## config.mk

```make
export PLATFORM = sky130hd
export DESIGN_NAME = sram_host
export DESIGN_NICKNAME = d
export VERILOG_FILES = /design/src/verilog/sram_host.v
export VERILOG_INCLUDE_DIRS = /design/src /design/src/verilog
export SDC_FILE = /design/constraint.sdc
export NUM_CORES = 1
export LEC_CHECK = 0
export BUFFER_PORTS_ARGS = -buffer_cell sky130_fd_sc_hd__buf_4
export CAP_MARGIN = 20
export CORE_MARGIN = 2
export CORE_UTILIZATION = 40
export CTS_CLUSTER_SIZE = 16
export DETAILED_ROUTE_END_ITERATION = 8
export PLACE_DENSITY_LB_ADDON = 0.2
export SKIP_LAST_GASP = 1
export SLEW_MARGIN = 20
export SYNTH_ARGS = -nofsm -noshare
export SYNTH_HDL_FRONTEND = slang
export SYNTH_SLANG_ARGS = --single-unit
```

## constraint.sdc

```tcl
create_clock -name core_clk -period 4.9 [get_ports core_clk]
set_clock_uncertainty 0.2 [all_clocks]
set_input_delay 0.735 -clock core_clk [delete_from_list [all_inputs] [get_ports core_clk]]
set_output_delay 0.735 -clock core_clk [all_outputs]
set_load 0.02 [all_outputs]
```

## src/verilog/sram_host_regs.vh

```
// timing constants and field definitions for the asynchronous sram host controller
`ifndef SRAM_HOST_REGS_VH
`define SRAM_HOST_REGS_VH

// =====================================================================
// clock
`define CLK_PERIOD_NS       20

// =====================================================================
// device timing in ns, as printed
`define T_READ_CYCLE_NS     45
`define T_ADDR_ACCESS_NS    45
`define T_OUT_ENABLE_NS     25
`define T_ADDR_WRITE_NS     40
`define T_CHIP_WRITE_NS     40
`define T_WRITE_PULSE_NS    35
`define T_LANE_WRITE_NS     35
`define T_DATA_SETUP_NS     20
`define T_TURNOFF_NS        15
`define T_CHIP_HIGHZ_NS     15
`define T_RETENTION_NS      0

// =====================================================================
// cycle counts: minimum times round up, never below one cycle
`define CYC_MIN(ns) ((((ns) + `CLK_PERIOD_NS - 1) / `CLK_PERIOD_NS) < 1 ? 1 : \
                     (((ns) + `CLK_PERIOD_NS - 1) / `CLK_PERIOD_NS))
`define CYC_READ     `CYC_MIN(`T_READ_CYCLE_NS)
`define CYC_WRITE    `CYC_MIN(`T_ADDR_WRITE_NS)
`define CYC_SETUP    `CYC_MIN(`T_DATA_SETUP_NS)
`define CYC_TURNOFF  `CYC_MIN(`T_TURNOFF_NS)
`define CYC_HIGHZ    `CYC_MIN(`T_CHIP_HIGHZ_NS)

// =====================================================================
// widths
`define ADDR_W       18
`define DATA_W       16
`define LANE_LOW     7:0
`define LANE_HIGH    15:8
`define CNT_W        4

`endif

```

## src/verilog/sram_host.v

```verilog
// host controller driving an asynchronous 256k x 16 sram through its pins
`timescale 1ns/1ps
`include "sram_host_regs.vh"

module sram_host #(
    parameter ADDR_W = `ADDR_W,
    parameter DATA_W = `DATA_W
) (
    // clock and reset
    input  wire              core_clk,
    input  wire              rst,
    // user request side
    input  wire              req_valid,
    input  wire              req_write,
    input  wire [ADDR_W-1:0] req_addr,
    input  wire [DATA_W-1:0] req_wdata,
    input  wire [1:0]        req_lanes,
    input  wire              retain_req,
    output reg               req_ready,
    output reg               rsp_valid,
    output reg  [DATA_W-1:0] rsp_rdata,
    output reg               retain_ok,
    // memory pins
    output reg  [ADDR_W-1:0] word_address,
    output reg               chip_select_n,
    output reg               write_strobe_n,
    output reg               output_drive_n,
    output reg               low_lane_select_n,
    output reg               high_lane_select_n,
    input  wire [DATA_W-1:0] data_bus_in,
    output reg  [DATA_W-1:0] data_bus_out,
    output reg               data_bus_oe
);

// =====================================================================
// states
localparam [2:0] ST_IDLE   = 3'h0;
localparam [2:0] ST_RSETUP = 3'h1;
localparam [2:0] ST_READ   = 3'h2;
localparam [2:0] ST_WSETUP = 3'h3;
localparam [2:0] ST_WRITE  = 3'h4;
localparam [2:0] ST_FLOAT  = 3'h5;
localparam [2:0] ST_RETAIN = 3'h6;

localparam integer N_READ_I    = `CYC_READ;
localparam integer N_WRITE_I   = `CYC_WRITE;
localparam integer N_TURNOFF_I = `CYC_TURNOFF;
localparam integer N_HIGHZ_I   = `CYC_HIGHZ;
localparam integer N_SETUP_I   = `CYC_SETUP;

// counts cut to the counter width on purpose; all fit well below its top
localparam [`CNT_W-1:0] N_READ    = N_READ_I[`CNT_W-1:0];
localparam [`CNT_W-1:0] N_WRITE   = N_WRITE_I[`CNT_W-1:0];
localparam [`CNT_W-1:0] N_TURNOFF = N_TURNOFF_I[`CNT_W-1:0];
localparam [`CNT_W-1:0] N_HIGHZ   = N_HIGHZ_I[`CNT_W-1:0];
localparam [`CNT_W-1:0] N_SETUP   = N_SETUP_I[`CNT_W-1:0];

reg [2:0]        state_q;
reg [`CNT_W-1:0] cnt_q;

// an empty lane mask would be a standby access; treat it as both lanes
function [1:0] lanes_of;
    input [1:0] l;
    begin
        lanes_of = (l == 2'h0) ? 2'h3 : l;
    end
endfunction

// =====================================================================
// lane mask is captured with the request; an empty mask is widened at use
reg  [1:0] req_lanes_q;
wire [1:0] lane_sel = lanes_of(req_lanes_q);

always @(posedge core_clk) begin
    if (rst)
        req_lanes_q <= 2'h0;
    else if (state_q == ST_IDLE && req_valid && req_ready)
        req_lanes_q <= req_lanes;
end

// =====================================================================
// pin sequencer
always @(posedge core_clk) begin
    if (rst) begin
        state_q            <= ST_IDLE;
        cnt_q              <= {`CNT_W{1'b0}};
        req_ready          <= 1'b0;
        rsp_valid          <= 1'b0;
        rsp_rdata          <= {DATA_W{1'b0}};
        retain_ok          <= 1'b0;
        word_address       <= {ADDR_W{1'b0}};
        chip_select_n      <= 1'b1;
        write_strobe_n     <= 1'b1;
        output_drive_n     <= 1'b1;
        low_lane_select_n  <= 1'b1;
        high_lane_select_n <= 1'b1;
        data_bus_out       <= {DATA_W{1'b0}};
        data_bus_oe        <= 1'b0;
    end else begin
        rsp_valid <= 1'b0;
        case (state_q)
            ST_IDLE: begin
                chip_select_n      <= 1'b1;
                low_lane_select_n  <= 1'b1;
                high_lane_select_n <= 1'b1;
                write_strobe_n     <= 1'b1;
                output_drive_n     <= 1'b1;
                data_bus_oe        <= 1'b0;
                retain_ok          <= 1'b0;
                if (retain_req) begin
                    req_ready <= 1'b0;
                    state_q   <= ST_RETAIN;
                end else if (req_valid && req_ready) begin
                    req_ready    <= 1'b0;
                    // address set one cycle ahead of any select falling
                    word_address <= req_addr;
                    data_bus_out <= req_wdata;
                    low_lane_select_n  <= 1'b1;
                    high_lane_select_n <= 1'b1;
                    state_q <= req_write ? ST_WSETUP : ST_RSETUP;
                    cnt_q   <= {`CNT_W{1'b0}};
                end else begin
                    req_ready <= 1'b1;
                end
            end
            ST_RSETUP: begin
                // strobe stays high and host bus stays off during reads
                write_strobe_n     <= 1'b1;
                data_bus_oe        <= 1'b0;
                chip_select_n      <= 1'b0;
                output_drive_n     <= 1'b0;
                low_lane_select_n  <= ~lane_sel[0];
                high_lane_select_n <= ~lane_sel[1];
                cnt_q   <= {`CNT_W{1'b0}};
                state_q <= ST_READ;
            end
            ST_READ: begin
                cnt_q <= cnt_q + 1'b1;
                // wait the full access time; data then settled
                if (cnt_q == N_READ - 1'b1) begin
                    rsp_rdata[`LANE_LOW]  <= low_lane_select_n  ? 8'h00 : data_bus_in[`LANE_LOW];
                    rsp_rdata[`LANE_HIGH] <= high_lane_select_n ? 8'h00 : data_bus_in[`LANE_HIGH];
                    rsp_valid          <= 1'b1;
                    chip_select_n      <= 1'b1;
                    output_drive_n     <= 1'b1;
                    low_lane_select_n  <= 1'b1;
                    high_lane_select_n <= 1'b1;
                    cnt_q   <= {`CNT_W{1'b0}};
                    state_q <= ST_FLOAT;
                end
            end
            ST_WSETUP: begin
                // strobe falls with the selects, so device outputs never turn on
                output_drive_n     <= 1'b1;
                chip_select_n      <= 1'b0;
                write_strobe_n     <= 1'b0;
                low_lane_select_n  <= ~lane_sel[0];
                high_lane_select_n <= ~lane_sel[1];
                cnt_q   <= {`CNT_W{1'b0}};
                state_q <= ST_WRITE;
            end
            ST_WRITE: begin
                cnt_q <= cnt_q + 1'b1;
                // drive only after the device's turnoff window has passed
                if (cnt_q == N_TURNOFF - 1'b1)
                    data_bus_oe <= 1'b1;
                // strobe ends after address, chip, lane and data windows
                if (cnt_q >= N_WRITE && cnt_q >= N_TURNOFF + N_SETUP) begin
                    write_strobe_n     <= 1'b1;
                    chip_select_n      <= 1'b1;
                    low_lane_select_n  <= 1'b1;
                    high_lane_select_n <= 1'b1;
                    cnt_q   <= {`CNT_W{1'b0}};
                    state_q <= ST_FLOAT;
                end
            end
            ST_FLOAT: begin
                // data held one edge past write end; then released
                data_bus_oe <= 1'b0;
                cnt_q <= cnt_q + 1'b1;
                if (cnt_q == N_HIGHZ - 1'b1) begin
                    cnt_q   <= {`CNT_W{1'b0}};
                    state_q <= ST_IDLE;
                end
            end
            ST_RETAIN: begin
                chip_select_n <= 1'b1;
                data_bus_oe   <= 1'b0;
                retain_ok     <= 1'b1;
                if (!retain_req) begin
                    retain_ok <= 1'b0;
                    cnt_q     <= {`CNT_W{1'b0}};
                    state_q   <= ST_FLOAT;
                end
            end
            default: begin
                state_q <= ST_IDLE;
            end
        endcase
    end
end

endmodule

```

Word-level counts from Yosys, hierarchy flattened
Cells that the tools add are included.
{"block": "totals", "reg_bits": 68, "in_bits": 57, "word_cells": 96}
{"block": "op_classes", "n_lt_le_gt_ge": 1, "mux": 32, "reduce_logical": 28, "n_eq_ne": 15, "n_addsub": 1, "bitwise_logic": 4}
{"operator": "4-bit two-way mux", "count": 6}
{"operator": "4-bit one-hot mux with 6 select lines", "count": 1}
{"operator": "3-bit one-hot mux with 7 select lines", "count": 1}
{"operator": "3-bit two-way mux", "count": 6}
{"operator": "8-bit two-way mux", "count": 2}
{"operator": "2-bit inequality test (second input constant)", "count": 6}
{"operator": "1-bit one-hot mux with 4 select lines", "count": 3}
{"operator": "2-bit OR reduction", "count": 5}
{"operator": "3-bit equality test (second input constant)", "count": 3}
{"operator": "3-bit AND reduction", "count": 3}
{"operator": "2-bit AND reduction", "count": 4}
{"operator": "4-bit nonzero test", "count": 2}
{"operator": "1-bit two-way mux", "count": 7}
{"operator": "3-bit by 2-bit equality test with 1-bit output (second input constant)", "count": 2}
{"operator": "1-bit one-hot mux with 3 select lines", "count": 2}
{"operator": "3-bit nonzero test", "count": 2}
{"operator": "6-bit nonzero test", "count": 1}
{"operator": "5-bit AND reduction", "count": 1}
{"operator": "4-bit by 1-bit adder with 4-bit output (second input constant)", "count": 1}
{"operator": "4-bit by 2-bit equality test with 1-bit output (second input constant)", "count": 1}
{"operator": "4-bit by 2-bit >= comparator with 1-bit output (second input constant)", "count": 1}
{"operator": "4-bit zero test", "count": 1}
{"operator": "2-bit two-way mux", "count": 2}
{"operator": "1-bit NOT", "count": 4}
{"operator": "other kinds (10)", "count": 14}

Longest topological paths before layout
Gate-level depths: netlist of the first run.
{"block": "depth", "depth_word": 4, "mapped_depth": 7, "mapped_depth_nobuf": 6}

Worst setup path after synthesis of the first run
Ideal clock, no wire load.
{"block": "synth_path", "kind": "input port to flip-flop", "startpoint": "input retain_req", "endpoint": "register state_q[1]", "setup_time_ns": 0.116, "stages": 5, "t_arrival_ns": 1.739, "slack_ns": 2.844, "cell_sequence": "clkbuf_1 > and3_1 > o21ai_0 > a311oi_1 > a41o_1"}
{"block": "synth_between", "elab_chain_len": 2, "word_cells_on_any_way": 5}
{"element": "from (decl)", "line_no": "sram_host.v:18", "source": "input wire retain_req,"}
{"element": "3-bit two-way mux, or another cell as far along", "line_no": "sram_host.v:110", "source": "if (retain_req) begin"}
{"element": "3-bit one-hot mux with 7 select lines or 5-bit AND reduction (tied branches)"}
{"element": "to (signal assigned)", "line_no": "sram_host.v:120", "source": "state_q <= req_write ? ST_WSETUP : ST_RSETUP;"}
{"element": "to (decl)", "line_no": "sram_host.v:58", "source": "reg [2:0] state_q;"}
Several ways; a longest one is shown, not always the timed one.
A chain may end at the register's enable or synchronous reset.

Worst setup path in the final report of the first run
{"block": "layout_path", "startpoint": "register state_q[2]", "endpoint": "register data_bus_out[0]"}
{"block": "layout_between", "elab_chain_len": 2}
{"element": "3-bit zero test", "line_no": "sram_host.v:101", "source": "case (state_q)"}
{"element": "3-bit AND reduction (no source line)"}
{"element": "to (signal assigned)", "line_no": "sram_host.v:97", "source": "data_bus_out <= {DATA_W{1'b0}};"}
{"element": "to (signal assigned)", "line_no": "sram_host.v:117", "source": "data_bus_out <= req_wdata;"}
{"element": "to (decl)", "line_no": "sram_host.v:31", "source": "output reg [DATA_W-1:0] data_bus_out,"}
Every way passes these cells.

==> impl_results.md, run 1 <==
* Detailed Routing Iterations Pass 1 at 4
* Worst-Margin Slew at 0.691 ns
* Fraction of layout cells with a size suffix above 1 at 34.0%
* Share of the core filled with cells at 58.1%
* Die Area at ~7200 um^2
* HPWL after detailed placement at 4420 um
* Power Dens Cells at 390 nW/um^2
* Die height at 85.1 um
* Total wirelength of the detailed-routed design at 6410 um
* Count of final max-slew check failures at 0
* Number of max-capacitance violations reported at 0
* Post-synthesis share of cell area spent on and, or, nand and nor gates at approximately 18%
* Summed instance area of the synthesized netlist at about 2600 um^2
* Clock latency at the later pin of the worst-skew pair at 0.33 ns
* Highest metal used: met4
* H-tree levels at 3
* Total CTS buffers at 9
* Shortest period the worst path allows at 2.40 ns
* Cells taking the most area after synthesis: sky130_fd_sc_hd__dfxtp_1 52%, sky130_fd_sc_hd__nand2_1 10%, sky130_fd_sc_hd__a21oi_1 8.9%, sky130_fd_sc_hd__a22o_1 5.3%, sky130_fd_sc_hd__buf_6 1.7%
* Top-Level Pins at approximately 120
* Detailed-route wire length per cell at 13.2 um
* Post-synthesis to final-layout area growth at 40.1%
* Hold buffers post-CTS at 0
* Syn Nets at around 360
* Static leakage at 0.00157 uW
* Met1 wire length at 2980 um
* # setup viols final at 0
* RSZ-0062 raised after global routing: no
* Met3 routed WL at roughly 460 um
* Reg-to-reg setup timing slack at 2.50 ns
* Library cell with the highest instance count after synthesis: sky130_fd_sc_hd__nand2_1
* Remaining antenna violation count after routing at 0
* Final cycle utilization of the critical path at 49.0%
* Maximum number of buffers from clock root to sink at 2
* Initial standard-cell utilization of the core at 41.5%
* Count of flip-flops with a built-in enable after synthesis at 0
* Initial antenna violation count at 0
* Standard-cell row count at 29
* Post CTS Setup Buffer Count at 0
* Count of unique library cells instantiated by Yosys at 43
* Worst hold path type: reg2reg
* Vias after detailed routing at 2393
* Crit path arrival time at 2.39 ns
* Most area-hungry cell type in the Yosys netlist: sky130_fd_sc_hd__dfxtp_1
* Final setup TNS at 0 ns
* TritonCTS clock tree: built
* Startpoint-to-endpoint class of the critical path: reg2reg
* Combinational family with the most area after synthesis: compound AO/OA/AOI/OAI gates
* Number of nets in the layout at 466
* Overall power at 1440 uW
* Post-synthesis compound-gate area fraction at between 20% and 30%
* Required time worst endpoint at 4.89 ns
* Drc violations at 0
* Number of warnings reported in the yosys synthesis log at 0
* Vias per Instance at 4.92
* GPL Wtd Cong at around 0.81
* Post-CTS Resized at 0
* Outcome: complete, no violations
* Category of the worst setup path capture point: flip-flop
* Worst reg2reg path endpoint: data_bus_out[0]
* Maximum resistive drop on vdd at 230 uV
* Share of synthesized area spent on multiplexers at 0.760%
* Top cells by instance count after synthesis: 73 x sky130_fd_sc_hd__nand2_1, 68 x sky130_fd_sc_hd__dfxtp_1, 47 x sky130_fd_sc_hd__a21oi_1
* Synthesized-area fraction occupied by adder cells at under 10%
* Residual overflow from global routing at 0
* Drt first-iter violations at 67
* Worst Reg-to-Reg Cells at 4
* Synth Flop Type: sky130_fd_sc_hd__dfxtp_1
* Horizontal die dimension at ~85 um
* Number of buffers inserted by port buffering at 115
* Post-synthesis async set-or-reset flop share at 0%
* CP endpoint: data_bus_out[0]
* # diodes at 0
* Average footprint of a synthesized cell at 8.89 um^2
* Buffer cell driving the clock tree root: sky130_fd_sc_hd__clkbuf_8
* Peak clock frequency supported by timing at 416 MHz
* Max-Slew Margin vs Limit at around 54%
* Count of endpoints failing hold in the final timing report at 0
* Fraction of post-synthesis cell area in the top cell type by area at between 50% and 60%
* Largest fanout on the critical path at 34
* Core area at 6350 um^2
* Met2 WL at roughly 2900 um
* First element of the critical path: state_q[2]
* Share of synthesized area occupied by flip-flops and latches at 51.7%
* Critical path launch point type: flip-flop
* First-pass GRT wire length at 10500 um
* Largest net degree at the start of global routing at 52
* Number of global-route vias before repair at 2190
* Number of flip-flops and latches in the synthesized netlist at 68
* Worst r2r src: state_q[2]
* Clock transition at the register clock pins on the worst setup and hold paths after CTS at 0.07 ns
* Xor and xnor area share after synthesis at less than 1%
* Syn Inst Count at 296
* Cell depth of the worst hold path at 2
* Aggregate global-route resource usage at between 10% and 20%
* Number of clock sinks at 68
cell type report:
class,count,area [um^2]
inverters,9,33.8
flip-flops and latches,68,1360
well taps,77,96.3
clock buffers,13,169
clock inverters,1,7.51
fillers,581,2660
multi-input cells,201,1130
repair buffers,117,886
cells in the final DEF, fill, tap and decap left out, types with 3 or more instances in the layout:
cell type	n
sky130_fd_sc_hd__buf_4	116
sky130_fd_sc_hd__nand2_1	73
sky130_fd_sc_hd__dfxtp_1	68
sky130_fd_sc_hd__a21oi_1	47
sky130_fd_sc_hd__a22o_1	16
sky130_fd_sc_hd__clkbuf_8	12
sky130_fd_sc_hd__nor2_1	10
sky130_fd_sc_hd__inv_1	7
sky130_fd_sc_hd__o21ai_0	6
sky130_fd_sc_hd__o211ai_1	3
sky130_fd_sc_hd__a31oi_1	3
sky130_fd_sc_hd__nor3_1	3
sky130_fd_sc_hd__o21bai_1	3
sky130_fd_sc_hd__ha_1	3
critical path: stages, from the launching register on:
cell and delay [ns]:
sky130_fd_sc_hd__dfxtp_1 0.45, sky130_fd_sc_hd__or3_1 0.58, sky130_fd_sc_hd__or3_2 0.77, sky130_fd_sc_hd__nand2_1 0.17, sky130_fd_sc_hd__a21oi_1 0.07
through the flow:
| step | hold slack, ns | cells | worst slack (ns) | cell area [um^2] |
|---|---|---|---|---|
| global route | 0.271 | 486 | 2.35 | 3690 |
| finish | 0.253 | 486 | 2.50 | 3690 |
| floorplan | 0.267 | 296 | 2.84 | 2630 |
| global placement | 0.242 | 471 | 2.34 | 3490 |
| detailed placement | 0.247 | 472 | 2.51 | 3510 |
| CTS | 0.256 | 486 | 2.51 | 3690 |
worst min-delay path by stage:
stage,endpoint,slack (ns),startpoint
after floorplan,req_lanes_q[0],0.27,req_lanes_q[0]
after CTS,word_address[4],0.26,word_address[4]
after global routing,data_bus_out[14],0.27,data_bus_out[14]
after global placement,word_address[17],0.24,word_address[17]
final,word_address[9],0.25,word_address[9]
after detailed placement,word_address[4],0.25,word_address[4]
state kept, by name (all words and copies together) (netlist names):
register,count
rsp_rdata,16
word_address,18
low_lane_select_n,1
data_bus_out,16
data_bus_oe,1
chip_select_n,1
req_lanes_q,2
state_q,3
retain_ok,1
rsp_valid,1
cnt_q,4
output_drive_n,1
req_ready,1
write_strobe_n,1
high_lane_select_n,1
report_power, final:
group          switching (uW)  internal [uW]
sequential               60.6            597
combinational             208            158
clock                     196            220
total                     465            975
logic make-up (layout without fill, tap and decap cells):
group | count (synthesis) | in the layout
flops | 68 | 68
simple gates | 104 | 104
mux | 2 | 2
compound gates | 89 | 89
fa+ha+maj | 3 | 3
buf+inv | 27 | 140
xor+xnor | 3 | 3
metal layers:
layer | GRT usage (%) | vias up
met4 | 8.51 | 0
met3 | 5.16 | 10
met5 | 0 | -
met1 | 25.0 | 1064
li1 | - | 1234
met2 | 26.3 | 85
Power figures use the tool's default switching activity.
==> inputs of run 2 (changes only) <==
clock period = 2.25 ns   (was 4.9 ns; I/O delays follow)
==> run 2 against run 1 <==
  * Sequential share of layout area down 1.1 points
  * Design area up 3.1%
  * Setup slack worse by 2.4 ns
  * Worst hold slack worse by 0.23 ns
  * Global-route usage down 0.083 points
  * Critical path type unchanged
  * Largest cell class unchanged
==> impl_results.md, run 2 (same netlist as run 1, synthesis figures left out) <==
* HPWL after detailed placement at 4530 um
* Hold buffers post-CTS at 5
* Horizontal die dimension at around 85 um
* Fraction of layout cells with a size suffix above 1 at between 30% and 40%
* Buffer cell driving the clock tree root: sky130_fd_sc_hd__clkbuf_8
* Required time worst endpoint at 2.32 ns
* Top-Level Pins at 116
* Commonest cells after routing, fill and taps aside: 123 x sky130_fd_sc_hd__buf_4, 73 x sky130_fd_sc_hd__nand2_1, 68 x sky130_fd_sc_hd__dfxtp_1
* Most common library cell in the layout ignoring fill and taps: sky130_fd_sc_hd__buf_4
* Post-synthesis to final-layout area growth at 44.4%
* Clock latency at the later pin of the worst-skew pair at 0.33 ns
* Power Dens Cells at 856 nW/um^2
* Maximum number of buffers from clock root to sink at 2
* Met2 WL at 2990 um
* Crit path arrival time at 2.19 ns
* Drc violations at 0
* First element of the critical path: cnt_q[1]
* Residual overflow from global routing at 0
* Worst r2r src: cnt_q[1]
* Vias after detailed routing at 2463
* Reg-to-reg setup timing slack at approximately 0.13 ns
* Standard-cell row count at 29
* Total wirelength of the detailed-routed design at 6570 um
* Highest metal used: met4
* Met3 routed WL at approximately 430 um
* Post-CTS Resized at 0
* Vias per Instance at roughly 4.9
* Category of the worst setup path capture point: flip-flop
* Initial standard-cell utilization of the core at 41.5%
* Initial antenna violation count at 0
* Startpoint-to-endpoint class of the critical path: reg2reg
* Clock transition at the register clock pins on the worst setup and hold paths after CTS at 0.07 ns
* Largest register FFs at 18
* Switching power share of the total at between 30% and 40%
* Core area at 6350 um^2
* Largest net degree at the start of global routing at 35
* Detailed-route wire length per cell at 13.1 um
* Die Area at around 7200 um^2
* Maximum resistive drop on vdd at 440 uV
* Number of global-route vias before repair at 2305
* Share of the core filled with cells at 59.9%
* Worst hold path type: in2reg
* Peak clock frequency supported by timing at 471 MHz
* Detailed Routing Iterations Pass 1 at 4
* GPL Wtd Cong at 0.764
* RSZ-0062 raised after global routing: no
* Die height at 85.1 um
* Count of final max-slew check failures at 0
* Aggregate global-route resource usage at 18.1%
* Critical path launch point type: flip-flop
* Number of buffers inserted by port buffering at 115
* First-pass GRT wire length at 10600 um
* Final setup TNS at 0 ns
* Post CTS Setup Buffer Count at 0
* H-tree levels at 3
* Count of endpoints failing hold in the final timing report at 0
* Share of total power in sequential cells at 42.6%
* Remaining antenna violation count after routing at 0
* # setup viols final at 0
* Number of clock sinks at 68
* Largest reg by FF count: word_address
* Largest fanout on the critical path at 8
* Internal power consumption at 2210 uW
* Worst-Margin Slew at 0.460 ns
* Outcome: complete, no violations
* Max-Slew Margin vs Limit at ~69%
* HP Start: data_bus_in[3]
* Number of max-capacitance violations reported at 0
* Static leakage at 0.00163 uW
* Shortest period the worst path allows at between 2 and 2.5 ns
* TritonCTS clock tree: built
* Clock network power share at 29.2%
* Share of power burned in combinational logic at around 28%
* Met1 wire length at 3050 um
* Number of nets in the layout at 478
* Final cycle utilization of the critical path at 94.3%
* Largest registers: word_address x18, data_bus_out x16, rsp_rdata x16
* Psw at ~1000 uW
* Drt first-iter violations at 42
* Total CTS buffers at 9
* # diodes at 0
==> run 2: area by class of cell <==
class	instances	area (um^2)
inverter	9	33.8
clock buffer	11	131
clock inverter	5	52.6
sequential	68	1360
fill	574	2550
timing repair buffer	129	993
tap	77	96.3
multi-input combinational	201	1130
==> run 2: worst paths after layout <==
kind                      endpoint  cells after the start
setup / recovery     rsp_rdata[10]                      5
hold / removal        rsp_rdata[3]                      2
setup reg to reg     rsp_rdata[10]                      5
hold reg to reg   word_address[11]                      2
==> run 2: stage by stage <==
step / area, um^2 / hold slack, ns / power, uW / setup WS [ns] / std cells
final: 3800 / 0.0190 / 3250 / 0.128 / 500
after detailed placement: 3570 / 0.247 / 2320 / 0.183 / 479
after floorplan: 2630 / 0.263 / 2010 / 0.318 / 296
after CTS: 3800 / 0.000540 / 3280 / 0.140 / 500
after global placement: 3570 / 0.242 / 2310 / 0.235 / 479
after global routing: 3800 / 0.00402 / 3440 / 0.00894 / 500
==> run 2: power groups by stage <==
stage | clock, uW | combinational [uW] | sequential [uW]
floorplan | 0 | 542 | 1470
CTS | 976 | 920 | 1390
global placement | 0 | 905 | 1410
global route | 1030 | 1010 | 1400
detailed placement | 0 | 908 | 1410
finish | 949 | 918 | 1390
==> run 2: metal layers <==
metal / vias to the layer above / global-route usage [%]
met1: 1109 / 23.5
met4: 0 / 7.65
met3: 9 / 4.86
li1: 1267 / -
met5: - / 0
met2: 78 / 28.5
==> run 2: worst max-delay path, cell delays in order (launching register included) <==
cell                      delay (ns)
sky130_fd_sc_hd__dfxtp_1        0.42
sky130_fd_sc_hd__ha_1           0.21
sky130_fd_sc_hd__or3b_1         0.42
sky130_fd_sc_hd__or3b_4         0.44
sky130_fd_sc_hd__nor2_4         0.19
sky130_fd_sc_hd__a22o_1         0.17
